**config.mk**
```make
export PLATFORM = sky130hd
export DESIGN_NAME = accumulator_alu_decode
export DESIGN_NICKNAME = d
export VERILOG_FILES = /design/src/rtl/acc_alu_core.v /design/src/rtl/accumulator_alu_decode.v
export VERILOG_INCLUDE_DIRS = /design/src /design/src/include
export SDC_FILE = /design/constraint.sdc
export NUM_CORES = 1
export LEC_CHECK = 0
export BUFFER_PORTS_ARGS = -buffer_cell sky130_fd_sc_hd__buf_2
export CAP_MARGIN = 40
export CORE_ASPECT_RATIO = 0.7
export CORE_MARGIN = 8
export CORE_UTILIZATION = 51
export CTS_CLUSTER_SIZE = 30
export DETAILED_ROUTE_END_ITERATION = 7
export GPL_TIMING_DRIVEN = 0
export PLACE_DENSITY = 0.84
export REMOVE_ABC_BUFFERS = 1
export SYNTH_ARGS = -nofsm -noshare
export SYNTH_HDL_FRONTEND = slang
export SYNTH_SLANG_ARGS = --single-unit
```
**constraint.sdc**
```tcl
create_clock -name sys_clk -period 4.5 [get_ports sys_clk]
set_clock_uncertainty 0.05 [all_clocks]
set_input_delay 0.225 -clock sys_clk [delete_from_list [all_inputs] [get_ports sys_clk]]
set_output_delay 0.225 -clock sys_clk [all_outputs]
set_load 0.05 [all_outputs]
```
**src/include/acc_alu_consts.vh**
```
// Opcode encodings, field positions and cycle counts for the accumulator execute block
// Behaviour
// - Register add updates both carries, one cycle
// - Indirect add via pointer register, one cycle
// - Immediate add fetches second byte, two cycles
// - Add with carry, three forms, both carries
// - AND leaves carries alone; immediate two cycles
// - OR leaves carries alone; immediate two cycles
// - XOR leaves carries alone; immediate two cycles
// - Increment accumulator, carries unchanged, one cycle
// - Decrement accumulator, carries unchanged, one cycle
// - Clear zeroes, complement inverts, one cycle
// - Decimal adjust to packed BCD, may set carry
// - Rotate left through carry
// - Port read into accumulator, two cycles
`ifndef ACC_ALU_CONSTS_VH
`define ACC_ALU_CONSTS_VH

// ****************************************
// Opcode group patterns (top bits)
// ****************************************
`define OPG_ADD_REG      5'h0D
`define OPG_ADD_WITH_CARRY_OP_REG     5'h0F
`define OPG_AND_REG      5'h0B
`define OPG_OR_REG       5'h09
`define OPG_XOR_REG      5'h1B
`define OPG_ADD_IND      7'h30
`define OPG_ADD_WITH_CARRY_OP_IND     7'h38
`define OPG_AND_IND      7'h28
`define OPG_OR_IND       7'h20
`define OPG_XOR_IND      7'h68
`define OPG_PORT_IN      6'h02

// ****************************************
// Single opcodes
// ****************************************
`define OP_ADD_IMM       8'h03
`define OP_ADD_WITH_CARRY_OP_IMM      8'h13
`define OP_AND_IMM       8'h53
`define OP_OR_IMM        8'h43
`define OP_XOR_IMM       8'hD3
`define OP_INC           8'h17
`define OP_DEC           8'h07
`define OP_CLR           8'h27
`define OP_CPL           8'h37
`define OP_DA            8'h57
`define OP_SWAP          8'h47
`define OP_RL            8'hE7
`define OP_RLC           8'hF7
`define OP_RR            8'h77
`define OP_RRC           8'h67

// ****************************************
// ALU function codes
// ****************************************
`define FN_ADD           4'h0
`define FN_ADD_WITH_CARRY_OP          4'h1
`define FN_AND           4'h2
`define FN_OR            4'h3
`define FN_XOR           4'h4
`define FN_INC           4'h5
`define FN_DEC           4'h6
`define FN_CLR           4'h7
`define FN_CPL           4'h8
`define FN_DA            4'h9
`define FN_SWAP          4'hA
`define FN_RL            4'hB
`define FN_RLC           4'hC
`define FN_RR            4'hD
`define FN_RRC           4'hE
`define FN_LOAD          4'hF

// ****************************************
// Reset values and port selects
// ****************************************
`define ACC_RST          8'h00
`define PORT_SEL_P1      2'h1
`define PORT_SEL_P2      2'h2

`endif

```
**src/rtl/acc_alu_core.v**
```verilog
// Combinational accumulator arithmetic and logic unit
`timescale 1ns/1ps
module acc_alu_core (
   input  wire [3:0] fn,            // Function code
   input  wire [7:0] acc,           // Accumulator in
   input  wire [7:0] opnd,          // Operand byte
   input  wire       cy_in,         // Carry in
   input  wire       ac_in,         // Auxiliary carry in
   output reg  [7:0] res,           // Result
   output reg        cy_out,        // Carry out
   output reg        ac_out         // Auxiliary carry out
);
`include "acc_alu_consts.vh"

   // ****************************************
   // Adders
   // ****************************************
   wire       cin;                  // Carry into add
   wire [4:0] lo_sum;               // Low nibble sum
   wire [4:0] hi_sum;               // High nibble sum
   wire [3:0] da_lo_fix;            // Low digit correction
   wire [8:0] da_step1;             // After low correction
   wire       da_hi_need;           // High digit needs fix
   wire [8:0] da_step2;             // After high correction

   assign cin    = (fn == `FN_ADD_WITH_CARRY_OP) ? cy_in : 1'b0;
   assign lo_sum = {1'b0, acc[3:0]} + {1'b0, opnd[3:0]} + {4'h0, cin};
   assign hi_sum = {1'b0, acc[7:4]} + {1'b0, opnd[7:4]} + {4'h0, lo_sum[4]};

   // Decimal adjust: add 6 per digit when out of range
   assign da_lo_fix  = (ac_in || (acc[3:0] > 4'h9)) ? 4'h6 : 4'h0;
   assign da_step1   = {1'b0, acc} + {5'h00, da_lo_fix};
   assign da_hi_need = cy_in || da_step1[8] || (da_step1[7:4] > 4'h9);
   assign da_step2   = {1'b0, da_step1[7:0]} + (da_hi_need ? 9'h060 : 9'h000);

   // ****************************************
   // Function select
   // ****************************************
   always @* begin
      res    = acc;
      cy_out = cy_in;
      ac_out = ac_in;
      case (fn)
         `FN_ADD, `FN_ADD_WITH_CARRY_OP: begin
            res    = {hi_sum[3:0], lo_sum[3:0]};
            cy_out = hi_sum[4];
            ac_out = lo_sum[4];
         end
         `FN_AND:  res = acc & opnd;
         `FN_OR:   res = acc | opnd;
         `FN_XOR:  res = acc ^ opnd;
         `FN_INC:  res = acc + 8'h01;
         `FN_DEC:  res = acc - 8'h01;
         `FN_CLR:  res = 8'h00;
         `FN_CPL:  res = ~acc;
         `FN_DA: begin
            res    = da_step2[7:0];
            cy_out = cy_in | da_hi_need;
         end
         `FN_SWAP: res = {acc[3:0], acc[7:4]};
         `FN_RL:   res = {acc[6:0], acc[7]};
         `FN_RLC: begin
            res    = {acc[6:0], cy_in};
            cy_out = acc[7];
         end
         `FN_RR:   res = {acc[0], acc[7:1]};
         `FN_RRC: begin
            res    = {cy_in, acc[7:1]};
            cy_out = acc[0];
         end
         `FN_LOAD: res = opnd;
         default:  res = acc;
      endcase
   end
endmodule

```
**src/rtl/accumulator_alu_decode.v**
```verilog
// Decode and execute sequencer for accumulator arithmetic, logic and port-read opcodes
`timescale 1ns/1ps
module accumulator_alu_decode (
   input  wire       sys_clk,        // Core clock
   input  wire       arst_n,         // Async reset, active low
   input  wire       op_valid,       // Opcode byte present this cycle
   input  wire [7:0] opcode,         // Opcode byte
   input  wire [7:0] imm_byte,       // Second byte, valid with imm_valid
   input  wire       imm_valid,      // Second byte present
   output reg  [2:0] reg_sel,        // Working register index
   input  wire [7:0] working_register, // Selected register value
   output reg  [7:0] mem_addr,       // Data memory address
   input  wire [7:0] mem_rdata,      // Data memory read byte
   input  wire [7:0] port1_pins,     // Port 1 pin levels
   input  wire [7:0] port2_pins,     // Port 2 pin levels
   output wire       need_imm,       // Request for second byte
   output wire       busy,           // Two-cycle op in progress
   output reg        op_done,        // One-cycle pulse: op finished
   output reg        pass_valid,     // Undecoded opcode handed on
   output reg  [7:0] pass_opcode,    // Handed-on opcode
   output reg  [7:0] acc_r,          // Accumulator
   output reg        carry_r,        // Carry flag
   output reg        auxiliary_carry_flag // Auxiliary carry flag
);
`include "acc_alu_consts.vh"

   // ****************************************
   // Sequencer states
   // ****************************************
   localparam ST_IDLE = 2'h0;        // Waiting for opcode
   localparam ST_IMM  = 2'h1;        // Waiting for immediate byte
   localparam ST_PORT = 2'h2;        // Port read second cycle

   reg  [1:0] state_r;               // Current state
   reg  [1:0] state_nxt;             // Next state
   reg  [3:0] fn_r;                  // Held function for second cycle
   reg  [3:0] fn_nxt;
   reg  [1:0] psel_r;                // Held port select
   reg  [1:0] psel_nxt;

   // ****************************************
   // Port pin synchronisers
   // ****************************************
   reg  [7:0] p1_s1_r;               // Port 1 first stage
   reg  [7:0] p1_s2_r;               // Port 1 second stage
   reg  [7:0] p2_s1_r;               // Port 2 first stage
   reg  [7:0] p2_s2_r;               // Port 2 second stage

   // Two flops on each pin before any logic
   always @(posedge sys_clk or negedge arst_n) begin
      if (!arst_n) begin
         p1_s1_r <= 8'h00;
         p1_s2_r <= 8'h00;
         p2_s1_r <= 8'h00;
         p2_s2_r <= 8'h00;
      end else begin
         p1_s1_r <= port1_pins;
         p1_s2_r <= p1_s1_r;
         p2_s1_r <= port2_pins;
         p2_s2_r <= p2_s1_r;
      end
   end

   // ****************************************
   // Opcode decode
   // ****************************************
   reg        dec_hit;               // Opcode belongs here
   reg        dec_imm;               // Needs immediate byte
   reg        dec_port;              // Port read
   reg  [1:0] dec_src;               // 0 reg, 1 indirect, 2 none
   reg  [3:0] dec_fn;                // Decoded function

   // Classify the opcode
   always @* begin
      dec_hit  = 1'b1;
      dec_imm  = 1'b0;
      dec_port = 1'b0;
      dec_src  = 2'h2;
      dec_fn   = `FN_ADD;
      if (opcode[7:3] == `OPG_ADD_REG) begin
         dec_src = 2'h0;
      end else if (opcode[7:3] == `OPG_ADD_WITH_CARRY_OP_REG) begin
         dec_src = 2'h0;
         dec_fn  = `FN_ADD_WITH_CARRY_OP;
      end else if (opcode[7:3] == `OPG_AND_REG) begin
         dec_src = 2'h0;
         dec_fn  = `FN_AND;
      end else if (opcode[7:3] == `OPG_OR_REG) begin
         dec_src = 2'h0;
         dec_fn  = `FN_OR;
      end else if (opcode[7:3] == `OPG_XOR_REG) begin
         dec_src = 2'h0;
         dec_fn  = `FN_XOR;
      end else if (opcode[7:1] == `OPG_ADD_IND) begin
         dec_src = 2'h1;
      end else if (opcode[7:1] == `OPG_ADD_WITH_CARRY_OP_IND) begin
         dec_src = 2'h1;
         dec_fn  = `FN_ADD_WITH_CARRY_OP;
      end else if (opcode[7:1] == `OPG_AND_IND) begin
         dec_src = 2'h1;
         dec_fn  = `FN_AND;
      end else if (opcode[7:1] == `OPG_OR_IND) begin
         dec_src = 2'h1;
         dec_fn  = `FN_OR;
      end else if (opcode[7:1] == `OPG_XOR_IND) begin
         dec_src = 2'h1;
         dec_fn  = `FN_XOR;
      end else if ((opcode[7:2] == `OPG_PORT_IN) &&
                   ((opcode[1:0] == `PORT_SEL_P1) || (opcode[1:0] == `PORT_SEL_P2))) begin
         dec_port = 1'b1;
         dec_fn   = `FN_LOAD;
      end else begin
         case (opcode)
            `OP_ADD_IMM:  dec_imm = 1'b1;
            `OP_ADD_WITH_CARRY_OP_IMM: begin
               dec_imm = 1'b1;
               dec_fn  = `FN_ADD_WITH_CARRY_OP;
            end
            `OP_AND_IMM: begin
               dec_imm = 1'b1;
               dec_fn  = `FN_AND;
            end
            `OP_OR_IMM: begin
               dec_imm = 1'b1;
               dec_fn  = `FN_OR;
            end
            `OP_XOR_IMM: begin
               dec_imm = 1'b1;
               dec_fn  = `FN_XOR;
            end
            `OP_INC:  dec_fn = `FN_INC;
            `OP_DEC:  dec_fn = `FN_DEC;
            `OP_CLR:  dec_fn = `FN_CLR;
            `OP_CPL:  dec_fn = `FN_CPL;
            `OP_DA:   dec_fn = `FN_DA;
            `OP_SWAP: dec_fn = `FN_SWAP;
            `OP_RL:   dec_fn = `FN_RL;
            `OP_RLC:  dec_fn = `FN_RLC;
            `OP_RR:   dec_fn = `FN_RR;
            `OP_RRC:  dec_fn = `FN_RRC;
            default:  dec_hit = 1'b0;
         endcase
      end
   end

   // Operand routing to register file and data memory
   always @* begin
      reg_sel  = (dec_src == 2'h1) ? {2'h0, opcode[0]} : opcode[2:0];
      mem_addr = working_register;
   end

   // ****************************************
   // ALU operand and function selection
   // ****************************************
   reg  [3:0] alu_fn;                // Function into ALU
   reg  [7:0] alu_opnd;              // Operand into ALU
   reg        alu_go;                // Commit result this cycle
   wire [7:0] alu_res;               // ALU result
   wire       alu_cy;                // ALU carry
   wire       alu_ac;                // ALU auxiliary carry

   // Pick operand per state
   always @* begin
      alu_fn   = dec_fn;
      alu_opnd = working_register;
      alu_go   = 1'b0;
      case (state_r)
         ST_IDLE: begin
            alu_go   = op_valid && dec_hit && !dec_imm && !dec_port;
            alu_opnd = (dec_src == 2'h1) ? mem_rdata : working_register;
         end
         ST_IMM: begin
            alu_fn   = fn_r;
            alu_opnd = imm_byte;
            alu_go   = imm_valid;
         end
         ST_PORT: begin
            alu_fn   = fn_r;
            alu_opnd = (psel_r == `PORT_SEL_P1) ? p1_s2_r : p2_s2_r;
            alu_go   = 1'b1;
         end
         default: alu_go = 1'b0;
      endcase
   end

   acc_alu_core u_core (
      .fn     (alu_fn),
      .acc    (acc_r),
      .opnd   (alu_opnd),
      .cy_in  (carry_r),
      .ac_in  (auxiliary_carry_flag),
      .res    (alu_res),
      .cy_out (alu_cy),
      .ac_out (alu_ac)
   );

   // ****************************************
   // Sequencer next state
   // ****************************************
   always @* begin
      state_nxt = state_r;
      fn_nxt    = fn_r;
      psel_nxt  = psel_r;
      case (state_r)
         ST_IDLE: begin
            if (op_valid && dec_hit && dec_imm) begin
               state_nxt = ST_IMM;
               fn_nxt    = dec_fn;
            end else if (op_valid && dec_hit && dec_port) begin
               state_nxt = ST_PORT;
               fn_nxt    = dec_fn;
               psel_nxt  = opcode[1:0];
            end
         end
         ST_IMM:  if (imm_valid) state_nxt = ST_IDLE;
         ST_PORT: state_nxt = ST_IDLE;
         default: state_nxt = ST_IDLE;
      endcase
   end

   assign need_imm = (state_r == ST_IMM);
   assign busy     = (state_r != ST_IDLE);

   // ****************************************
   // State, accumulator and flags
   // ****************************************
   always @(posedge sys_clk or negedge arst_n) begin
      if (!arst_n) begin
         state_r              <= ST_IDLE;
         fn_r                 <= `FN_ADD;
         psel_r               <= `PORT_SEL_P1;
         acc_r                <= `ACC_RST;
         carry_r              <= 1'b0;
         auxiliary_carry_flag <= 1'b0;
         op_done              <= 1'b0;
         pass_valid           <= 1'b0;
         pass_opcode          <= 8'h00;
      end else begin
         state_r  <= state_nxt;
         fn_r     <= fn_nxt;
         psel_r   <= psel_nxt;
         op_done  <= alu_go;
         if (alu_go) begin
            acc_r                <= alu_res;
            carry_r              <= alu_cy;
            auxiliary_carry_flag <= alu_ac;
         end
         // Unknown opcodes go on untouched
         pass_valid <= (state_r == ST_IDLE) && op_valid && !dec_hit;
         if ((state_r == ST_IDLE) && op_valid && !dec_hit) begin
            pass_opcode <= opcode;
         end
      end
   end
endmodule

```
# Word-level counts from Yosys, hierarchy flattened
# Cells that the tools add are included.
[op_classes]
n_lt_le_gt_ge = 2
addsub = 8
bitwise = 6
eq_ne = 49
n_mux = 74
n_reduce_logical = 29
[ops]
columns = ["operator", "count"]
rows = [
  ["8-bit one-hot mux with 15 select lines", 1],
  ["4-bit two-way mux", 14],
  ["4-bit one-hot mux with 14 select lines", 1],
  ["8-bit by 7-bit equality test with 1-bit output, second input constant", 6],
  ["1-bit two-way mux", 36],
  ["4-bit equality test, second input constant", 8],
  ["7-bit by 6-bit equality test with 1-bit output, second input constant", 4],
  ["2-bit two-way mux", 13],
  ["8-bit equality test, second input constant", 3],
  ["8-bit one-hot mux with 3 select lines", 1],
  ["5-bit by 4-bit equality test with 1-bit output, second input constant", 4],
  ["4-bit by 3-bit equality test with 1-bit output, second input constant", 4],
  ["8-bit by 5-bit equality test with 1-bit output, second input constant", 2],
  ["8-bit by 6-bit equality test with 1-bit output, second input constant", 2],
  ["8-bit two-way mux", 2],
  ["15-bit OR reduction", 1],
  ["4-bit by 4-bit adder with 5-bit output", 2],
  ["5-bit by 1-bit adder with 5-bit output", 2],
  ["8-bit by 4-bit adder with 9-bit output", 1],
  ["8-bit by 1-bit adder with 8-bit output, second input constant", 1],
  ["8-bit adder", 1],
  ["8-bit bitwise AND", 1],
  ["2-bit by 1-bit equality test with 1-bit output, second input constant", 4],
  ["4-bit by 2-bit equality test with 1-bit output, second input constant", 2],
  ["32 further kinds", 52],
]
[totals]
wordCells = 181
output_inout_bits = 33
ff_bits = 60
in_bits = 52

# Logic depth before layout (Yosys ltp)
# Gate-level depths: netlist of the first run.
[depth]
ltp_word = 20
depth_mapped = 21
mapped_depth_nobuf = 20

# Hierarchy
# A second synthesis of the first run with hierarchy kept.
[unflattened]
cells_unflattened = 541
hier_area_um2 = 5042.3
[by_module_without_submodules]
columns = ["module", "area_per_inst_um2", "cells_per_inst", "instances"]
rows = [
  ["accumulator_alu_decode", 2947.8, 241, 1],
  ["acc_alu_core", 2094.5, 300, 1],
]

# Least setup slack after synthesis of the first run
# Ideal clock, no wire load.
[synth_timing]
kind = "input-to-reg"
start = "input port opcode[0]"
end = "register carry_r"
path_slack_ns = 0.138
arrival_ns = 4.230
setup_time_ns = 0.082
stages = 19
t_required_ns = 4.368
path_cell_list = "ha_1 and3b_1 nand4_1 o311a_1 a221o_1 nand2_4 clkbuf_1 nand3_1 fa_1 fa_1 inv_1 a21o_1 a21oi_1 fa_1 fa_1 nor2b_1 o21a_1 o311ai_0 a31oi_1"
[synth_between]
elab_chain_cells = 20
word_cells_on_any_way = 87
classes_between = "add/sub (2); eq/ne (21); mux (51); reduce/logical (13)"
[synth_lines]
columns = ["item", "line", "source"]
rows = [
  ["from (decl)", "accumulator_alu_decode.v:7", "input wire [7:0] opcode,"],
  ["parallel branches: the longest is 20 deep, another holds 4-bit one-hot mux with 14 select lines", "-", ""],
  ["to (signal assigned)", "accumulator_alu_decode.v:245", "carry_r <= alu_cy;"],
  ["to (decl)", "accumulator_alu_decode.v:22", "output reg carry_r,"],
]
# Several ways; the timed one is not identified.
# A chain may end at the register's enable or synchronous reset.

# Worst setup path in the final report of the first run
[layout_timing]
start = "input port opcode[1]"
end = "register carry_r"
[layout_between]
elab_chain_cells = 20
word_cells_on_any_way = 107
classes_between = "add/sub (4); eq/ne (27); mux (63); reduce/logical (13)"
[layout_lines]
columns = ["item"]
rows = [
  ["parallel branches: the longest is 20 deep, another holds 7-bit equality test"],
]
# Several ways; the timed one is not identified.

==> impl_metrics.prom, run 1 <==
# TYPE chip_impl_metric gauge
chip_impl_metric{name="met2_global_route_usage",unit="%"} 37.8
chip_impl_metric{name="totalNegativeSetupSlack",unit="ps"} 0
chip_impl_metric{name="grt_antenna_before_repair",unit=""} 0
chip_impl_metric{name="synthesis.area",unit="µm²"} 4600
chip_impl_metric{name="p_switching",unit="mW"} 1.48
chip_impl_metric{name="slew-limit-headroom",unit="%"} 51.7
chip_impl_info{name="critical_path.startpoint_type",value="input port"} 1
chip_impl_metric{name="swShare",unit="%"} 48.7
chip_impl_metric{name="internal_power",unit="mW"} 1.56
chip_impl_metric{name="clk_latency_worst_skew_pair",unit="ps"} 340
chip_impl_metric{name="power_density",unit="nW/µm²"} 546
chip_impl_info{name="cp_top_family",value="adder cells"} 1
chip_impl_metric{name="dr_total_vias",unit=""} 4653
chip_impl_metric{name="period_needed",unit="ps"} 4350
chip_impl_metric{name="rows",unit=""} 29
chip_impl_metric{name="gp_congestion",unit=""} 0.951
chip_impl_metric{name="grt.total_usage",unit="%"} 24.2
chip_impl_metric{name="post_route_cells_drive_above_1_share",unit="%"} 26.2
chip_impl_metric{name="synth_seq_cells",unit=""} 60
chip_impl_metric{name="routed_wl_per_cell",unit="µm"} 20.3
chip_impl_metric{name="grt_use_met3",unit="%"} 6.65
chip_impl_metric{name="timing.critical_path.required",unit="ps"} 4710
chip_impl_metric{name="synth_seq_area_share",unit="%"} 32.7
chip_impl_metric{name="htreeDepth",unit=""} 3
chip_impl_metric{name="tightestPinTransition",unit="ps"} 706
chip_impl_metric{name="dieHeight",unit="µm"} 95.4
chip_impl_metric{name="report.final.slew_viol_count",unit=""} 0
chip_impl_metric{name="synth.lib_cells_used.distinct",unit=""} 80
chip_impl_metric{name="worstPathBufferInverterCount",unit=""} 2
chip_impl_metric{name="setup_ws",unit="ps"} 151
chip_impl_metric{name="final.fill_count",unit=""} 727
chip_impl_metric{name="power_leakage",unit="nW"} 2.53
chip_impl_info{name="clock-root-buffer",value="clkbuf_16"} 1
chip_impl_metric{name="ioPinCount",unit=""} 85
chip_impl_metric{name="pin_count_of_the_biggest_net_entering_global_routing",unit=""} 33
chip_impl_metric{name="synth_edf_count",unit=""} 0
chip_impl_metric{name="reg2reg_slack",unit="ps"} 170
chip_impl_info{name="run_status",value="finished clean"} 1
chip_impl_metric{name="synth_area_per_cell",unit="µm²"} 8.96
chip_impl_metric{name="timing.max_cap.violations",unit=""} 0
chip_impl_metric{name="place_worst_setup_slack",unit="ps"} -533
chip_impl_metric{name="routed_via_density",unit=""} 6.43
chip_impl_metric{name="routed_wl",unit="mm"} 14.7
chip_impl_info{name="grt_most_used_layer",value="met2"} 1
chip_impl_metric{name="hold_viol_final",unit=""} 0
chip_impl_metric{name="hpwlAfterDp",unit="mm"} 9.83
chip_impl_metric{name="postSynthCellCount",unit=""} 513
chip_impl_metric{name="timing.final.setup_violations",unit=""} 0
chip_impl_metric{name="vdd_drop_max",unit="µV"} 547
chip_impl_info{name="crit_slowest_cell",value="a221o_2"} 1
chip_impl_metric{name="worst_ep_arrival_time",unit="ps"} 4560
chip_impl_info{name="yosys_most_used_dff",value="dfrtp_1"} 1
chip_impl_metric{name="num_cts_buffers",unit=""} 9
chip_impl_metric{name="drc",unit=""} 0
chip_impl_info{name="cts_tree",value="yes"} 1
chip_impl_metric{name="achievable-frequency",unit="MHz"} 230
chip_impl_metric{name="detail_route.iter0.violations",unit=""} 781
chip_impl_metric{name="min_period_over_period",unit="%"} 96.6
chip_impl_metric{name="diodes",unit=""} 0
chip_impl_metric{name="critical_path.max_stage_delay",unit="ps"} 450
chip_impl_metric{name="first_pass_iteration_count_of_the_detailed_router",unit=""} 6
chip_impl_metric{name="share_comb_of_total_power",unit="%"} 52.2
chip_impl_metric{name="global_route_wire_length_before_repair",unit="mm"} 23.4
chip_impl_metric{name="grt_remaining_overflow",unit=""} 0
chip_impl_metric{name="grt_util_met1",unit="%"} 31.0
chip_impl_info{name="layout.cells.most_common",value="buf_2"} 1
chip_impl_metric{name="async_flop_share",unit="%"} 100
chip_impl_metric{name="antenna_violating_nets_post_route",unit=""} 0
chip_impl_metric{name="die_w",unit="µm"} 129
chip_impl_metric{name="dieArea",unit="µm²"} 12400
chip_impl_info{name="grt_setup_unrepaired",value="false"} 1
chip_impl_metric{name="power_frac_clock",unit="%"} 21.5
chip_impl_metric{name="grt_pass1_vias",unit=""} 4603
chip_impl_metric{name="cts_num_sinks",unit=""} 60
chip_impl_metric{name="cts.path.max_buffers",unit=""} 2
chip_impl_metric{name="finish.net_count",unit=""} 684
chip_impl_metric{name="layout-area-overhead-vs-synth",unit="%"} 21.4
chip_impl_info{name="path_cells",value="buf_2, ha_2, and3b_2, nand4_1, o311a_1, a221o_2, nand2_8, nand3_1, fa_1, fa_2, inv_1, a21o_1, a21oi_1, fa_1, fa_2, nor2b_1, o21a_1, o311ai_0, a31oi_1"} 1
chip_impl_metric{name="coreArea",unit="µm²"} 8930
chip_impl_metric{name="port-buffer-count",unit=""} 84
chip_impl_info{name="min_path_type",value="in2reg"} 1
chip_impl_metric{name="initial_utilization",unit="%"} 51.5
chip_impl_info{name="worstSetupPathType",value="in2reg"} 1
chip_impl_info{name="critical_path.endpoint_type",value="register"} 1
chip_impl_metric{name="seq_power_share",unit="%"} 26.2
chip_impl_metric{name="worst_hold_margin",unit="ps"} 120
chip_impl_metric{name="clock_transition_at_the_registers_of_the_reported_paths",unit="ps"} 60
chip_impl_metric{name="worst_path_max_fanout",unit=""} 13
chip_impl_metric{name="yosys_warnings",unit=""} 0
chip_impl_info{name="layout.cells.most_common_list",value="84 x buf_2, 59 x dfrtp_1, 45 x nand2_1"} 1
==> logic make-up after synthesis <==
logic type                 Yosys count  share of synthesized area, %
AOI/OAI and AO/OA                  154                          23.6
and+or+nand+nor                    154                          16.6
buffers and inverters               70                          7.13
DFF                                 60                          32.7
adders and majority gates           37                          11.2
muxes                               23                          5.85
xor gates and xnor gates            15                          2.86
==> metal layers <==
layer	up-vias	share of wire, %
met5	-	0
met4	0	3.2
met3	60	11
met2	342	46
met1	2218	40
li1	2033	-
==> worst reg2reg max path: cells and delay by family, from the launching register on <==
| family | cells | cell delay, ps |
|---|---|---|
| buf+inv | 2 | 240 |
| fa+ha+maj | 4 | 1740 |
| flops | 1 | 530 |
| simple gates | 2 | 450 |
| mux | 1 | 220 |
| compound gates | 7 | 1010 |
==> power groups by stage <==
stage          combinational [mW]  clock [mW]  sequential [mW]
6_report                     1.59       0.656            0.799
5_1_grt                      1.71       0.680            0.811
4_1_cts                      1.53       0.665            0.792
3_5_place_dp                 1.48           0            0.798
3_3_place_gp                 1.43           0            0.791
2_1_floorplan               0.861           0            0.972
==> synth_stat cells, types with 4 or more instances <==
library cell	number	area, µm²
o22ai_1	4	25.0
clkbuf_1	13	48.8
xnor2_1	8	70.1
nor2b_1	7	43.8
inv_1	32	120
a22oi_1	7	52.6
a21o_1	9	67.6
ha_1	30	375
a211oi_1	6	45.0
a21oi_1	32	160
nor3_1	4	20.0
o21ai_0	22	110
buf_4	10	75.1
mux2_2	18	203
buf_2	10	50.1
dfrtp_1	59	1480
fa_1	7	140
a221oi_1	5	43.8
nor2_1	43	161
a31oi_1	18	113
xor2_1	7	61.3
nand2_1	45	169
and3_1	5	31.3
nand3_1	16	80.1
a2111oi_0	5	43.8
a221o_1	4	40.0
nand2b_1	10	62.6
==> registers in the layout, summed over array words and instances, names as in the netlist, 4 cells and up <==
| register | cells |
|---|---|
| acc_r | 8 |
| p1_s1_r | 8 |
| p1_s2_r | 8 |
| p2_s1_r | 8 |
| p2_s2_r | 8 |
| pass_opcode | 8 |
| fn_r | 4 |
==> layout make-up <==
| type | instances | area [µm²] | share of cell area [%] |
|---|---|---|---|
| sequential | 60 | 1500 | 26.9 |
| multi-input combinational | 384 | 2870 | 51.4 |
| clock inverter | 7 | 55.1 | 0.986 |
| clock buffer | 9 | 225 | 4.03 |
| inverter | 33 | 124 | 2.22 |
| timing repair buffer | 107 | 648 | 11.6 |
| tap | 124 | 155 | 2.78 |
==> what timing repair did <==
action | CTS | global route
pin swaps | 3 | 1
hold endpoints to repair | 44 | 0
gates cloned | 1 | 0
gates resized for setup | 12 | 10
hold buffers | 17 | 0
buffers inserted | 2 | 2
endpoints found under the setup margin | 4 | 4
==> worst paths after layout <==
kind	startpoint	endpoint	cells past startpoint
hold / removal	opcode[0]	psel_r[0]	2
setup reg to reg	psel_r[0]	carry_r	16
hold reg to reg	p1_s1_r[7]	p1_s2_r[7]	0
min in group asynchronous	arst_n	op_done	2
setup / recovery	opcode[1]	carry_r	19
max in group asynchronous	arst_n	psel_r[0]	3
==> per-stage QoR <==
step	utilization, %	power [mW]	cells	cell area [µm²]
final	62.5	3.05	724	5580
after global routing	62.5	3.20	724	5580
after CTS	61.9	2.98	722	5520
after detailed placement	56.0	2.27	686	5000
after global placement	55.7	2.22	684	4970
after floorplan	-	1.83	476	4390
No activity file was read; power rests on OpenSTA's default activity.
==> run 2, diff against run 1 <==
- CORE_MARGIN: 8 -> default
==> run 2 against run 1 <==
Clock power is essentially flat; critical path depth unchanged; worst hold slack better by 35 ps; highest routed layer unchanged; sequential power is essentially flat; largest cell class unchanged; register-to-register slack better by 60 ps; via count is 1.2% lower; wire length down 4.6%; first-iteration DRC count down 30%; non-clock buffer count increased by 7.
==> impl_metrics.prom, run 2 (synthesized netlist as in run 1, its figures left out) <==
# TYPE chip_impl_metric gauge
chip_impl_info{name="run_status",value="finished clean"} 1
chip_impl_metric{name="report.final.slew_viol_count",unit=""} 0
chip_impl_metric{name="grt_use_met3",unit="%"} 9.67
chip_impl_metric{name="routed_wl",unit="mm"} 14.1
chip_impl_metric{name="clk_latency_worst_skew_pair",unit="ps"} 330
chip_impl_metric{name="dieArea",unit="µm²"} 9400
chip_impl_metric{name="worstPathBufferInverterCount",unit=""} 2
chip_impl_metric{name="power_density",unit="nW/µm²"} 544
chip_impl_metric{name="vdd_drop_max",unit="µV"} 490
chip_impl_metric{name="timing.critical_path.required",unit="ps"} 4700
chip_impl_metric{name="critical_path.max_stage_delay",unit="ps"} 430
chip_impl_metric{name="worst_hold_margin",unit="ps"} 155
chip_impl_metric{name="cp_num_cells",unit=""} 19
chip_impl_metric{name="dr_total_vias",unit=""} 4597
chip_impl_metric{name="dieHeight",unit="µm"} 81.4
chip_impl_metric{name="finish.net_count",unit=""} 691
chip_impl_metric{name="first_pass_iteration_count_of_the_detailed_router",unit=""} 5
chip_impl_metric{name="drc",unit=""} 0
chip_impl_metric{name="hold_viol_final",unit=""} 0
chip_impl_metric{name="finalInstanceArea",unit="µm²"} 5650
chip_impl_metric{name="port-buffer-count",unit=""} 84
chip_impl_metric{name="tightestPinTransition",unit="ps"} 858
chip_impl_info{name="critical-path-top-cell-by-count",value="fa_1"} 1
chip_impl_info{name="crit_slowest_cell",value="fa_1"} 1
chip_impl_info{name="critical_path.startpoint_type",value="input port"} 1
chip_impl_metric{name="achievable-frequency",unit="MHz"} 233
chip_impl_metric{name="timing.max_cap.violations",unit=""} 0
chip_impl_metric{name="placement.cell_area",unit="µm²"} 4990
chip_impl_info{name="grt_most_used_layer",value="met2"} 1
chip_impl_metric{name="htreeDepth",unit=""} 3
chip_impl_info{name="cp_top_family",value="adder cells"} 1
chip_impl_metric{name="clock_transition_at_the_registers_of_the_reported_paths",unit="ps"} 60
chip_impl_info{name="min_path_type",value="in2reg"} 1
chip_impl_metric{name="antenna_violating_nets_post_route",unit=""} 0
chip_impl_metric{name="gp_congestion",unit=""} 0.962
chip_impl_metric{name="met2_global_route_usage",unit="%"} 49.6
chip_impl_metric{name="worst_path_max_fanout",unit=""} 8
chip_impl_info{name="worstSetupPathType",value="in2reg"} 1
chip_impl_metric{name="pin_count_of_the_biggest_net_entering_global_routing",unit=""} 32
chip_impl_metric{name="period_needed",unit="ps"} 4290
chip_impl_info{name="critical_path.endpoint_type",value="register"} 1
chip_impl_metric{name="slew-limit-headroom",unit="%"} 41.3
chip_impl_metric{name="timing.final.setup_violations",unit=""} 0
chip_impl_metric{name="reg2reg_depth",unit=""} 16
chip_impl_metric{name="grt.total_usage",unit="%"} 31.9
chip_impl_metric{name="grt_remaining_overflow",unit=""} 0
chip_impl_info{name="path_cells",value="buf_2, ha_4, and3b_2, a32o_1, a31o_1, o32a_1, nor2_4, nand3_1, fa_2, fa_1, inv_1, a21o_1, a21oi_1, fa_1, fa_1, nor2b_1, o21a_1, o311ai_0, a31oi_1"} 1
chip_impl_metric{name="grt_pass1_vias",unit=""} 4441
chip_impl_metric{name="die_w",unit="µm"} 115
chip_impl_metric{name="power",unit="mW"} 3.07
chip_impl_metric{name="initial_utilization",unit="%"} 53.6
chip_impl_metric{name="routed_via_density",unit=""} 6.32
chip_impl_metric{name="routed_wl_per_cell",unit="µm"} 19.3
chip_impl_metric{name="cts.path.max_buffers",unit=""} 2
chip_impl_metric{name="hold_depth",unit=""} 2
chip_impl_metric{name="power_leakage",unit="nW"} 2.56
chip_impl_metric{name="min_period_over_period",unit="%"} 95.4
chip_impl_info{name="cts_tree",value="yes"} 1
chip_impl_metric{name="worst_ep_arrival_time",unit="ps"} 4500
chip_impl_metric{name="global_route_wire_length_before_repair",unit="mm"} 22.5
chip_impl_metric{name="coreArea",unit="µm²"} 8580
chip_impl_metric{name="ioPinCount",unit=""} 85
chip_impl_metric{name="grt_antenna_before_repair",unit=""} 0
chip_impl_metric{name="rows",unit=""} 28
chip_impl_metric{name="layout-area-overhead-vs-synth",unit="%"} 23.0
chip_impl_metric{name="dpl.cell_count",unit=""} 682
chip_impl_info{name="layout.cells.most_common_list",value="83 x buf_2, 59 x dfrtp_1, 45 x nand2_1"} 1
chip_impl_metric{name="fin_util",unit="%"} 65.9
chip_impl_metric{name="num_cts_buffers",unit=""} 9
chip_impl_metric{name="detail_route.iter0.violations",unit=""} 547
chip_impl_metric{name="cts_num_sinks",unit=""} 60
chip_impl_info{name="clock-root-buffer",value="clkbuf_16"} 1
chip_impl_metric{name="hpwlAfterDp",unit="mm"} 9.63
chip_impl_metric{name="post_route_cells_drive_above_1_share",unit="%"} 26.7
chip_impl_metric{name="diodes",unit=""} 0
chip_impl_info{name="layout.cells.most_common",value="buf_2"} 1
chip_impl_metric{name="grt_util_met1",unit="%"} 41.4
chip_impl_metric{name="final_cell_count_no_fill",unit=""} 727
run 2: changes by cell type in the layout (fill, tap and decap cells not counted), sizes merged:
| cell | change |
|---|---|
| buf | +6 |
| clkbuf | +1 |
run 2: timing repair:
action	CTS	global route
pin swaps	4	4
setup buffers	2	9
hold buffers	17	0
endpoints found under the hold margin	45	0
setup endpoints to repair	4	3
gates resized for setup	11	14
gates cloned	1	0
run 2: area by class of cell:
cell class,count,area [µm²]
multi-input cells,384,2890
inverters,33,124
clock buffers,9,225
flip-flops and latches,60,1500
clock inverters,7,57.6
well taps,120,150
fillers,631,2930
repair buffers,114,703
run 2: metal layers:
layer,vias up,routed length (µm),share of wire [%]
li1,2036,-,-
met1,2167,5710,41
met2,336,6200,44
met3,58,1710,12
met4,0,444,3.2
met5,-,0,0
run 2: per-stage QoR:
stage | setup WS, ps | TNS, ps
floorplan | 290 | 0
global placement | -676 | -2000
detailed placement | -731 | -2240
CTS | 23.1 | 0
global route | -13.5 | -13.5
finish | 208 | 0
run 2: path summary, 6_finish.rpt:
path | slack, ps | end | start
max | 210 | carry_r | opcode[1]
min | 150 | psel_r[0] | opcode[0]
max reg2reg | 230 | carry_r | state_r[1]
min reg2reg | 300 | p2_s2_r[2] | p2_s1_r[2]
max in group asynchronous | 3260 | psel_r[0] | arst_n
min in group asynchronous | 440 | op_done | arst_n
run 2: power breakdown:
group	switching [mW]	internal [mW]	total (mW)
registers	0.171	0.627	0.798
logic	1.04	0.582	1.62
clock network	0.277	0.381	0.658
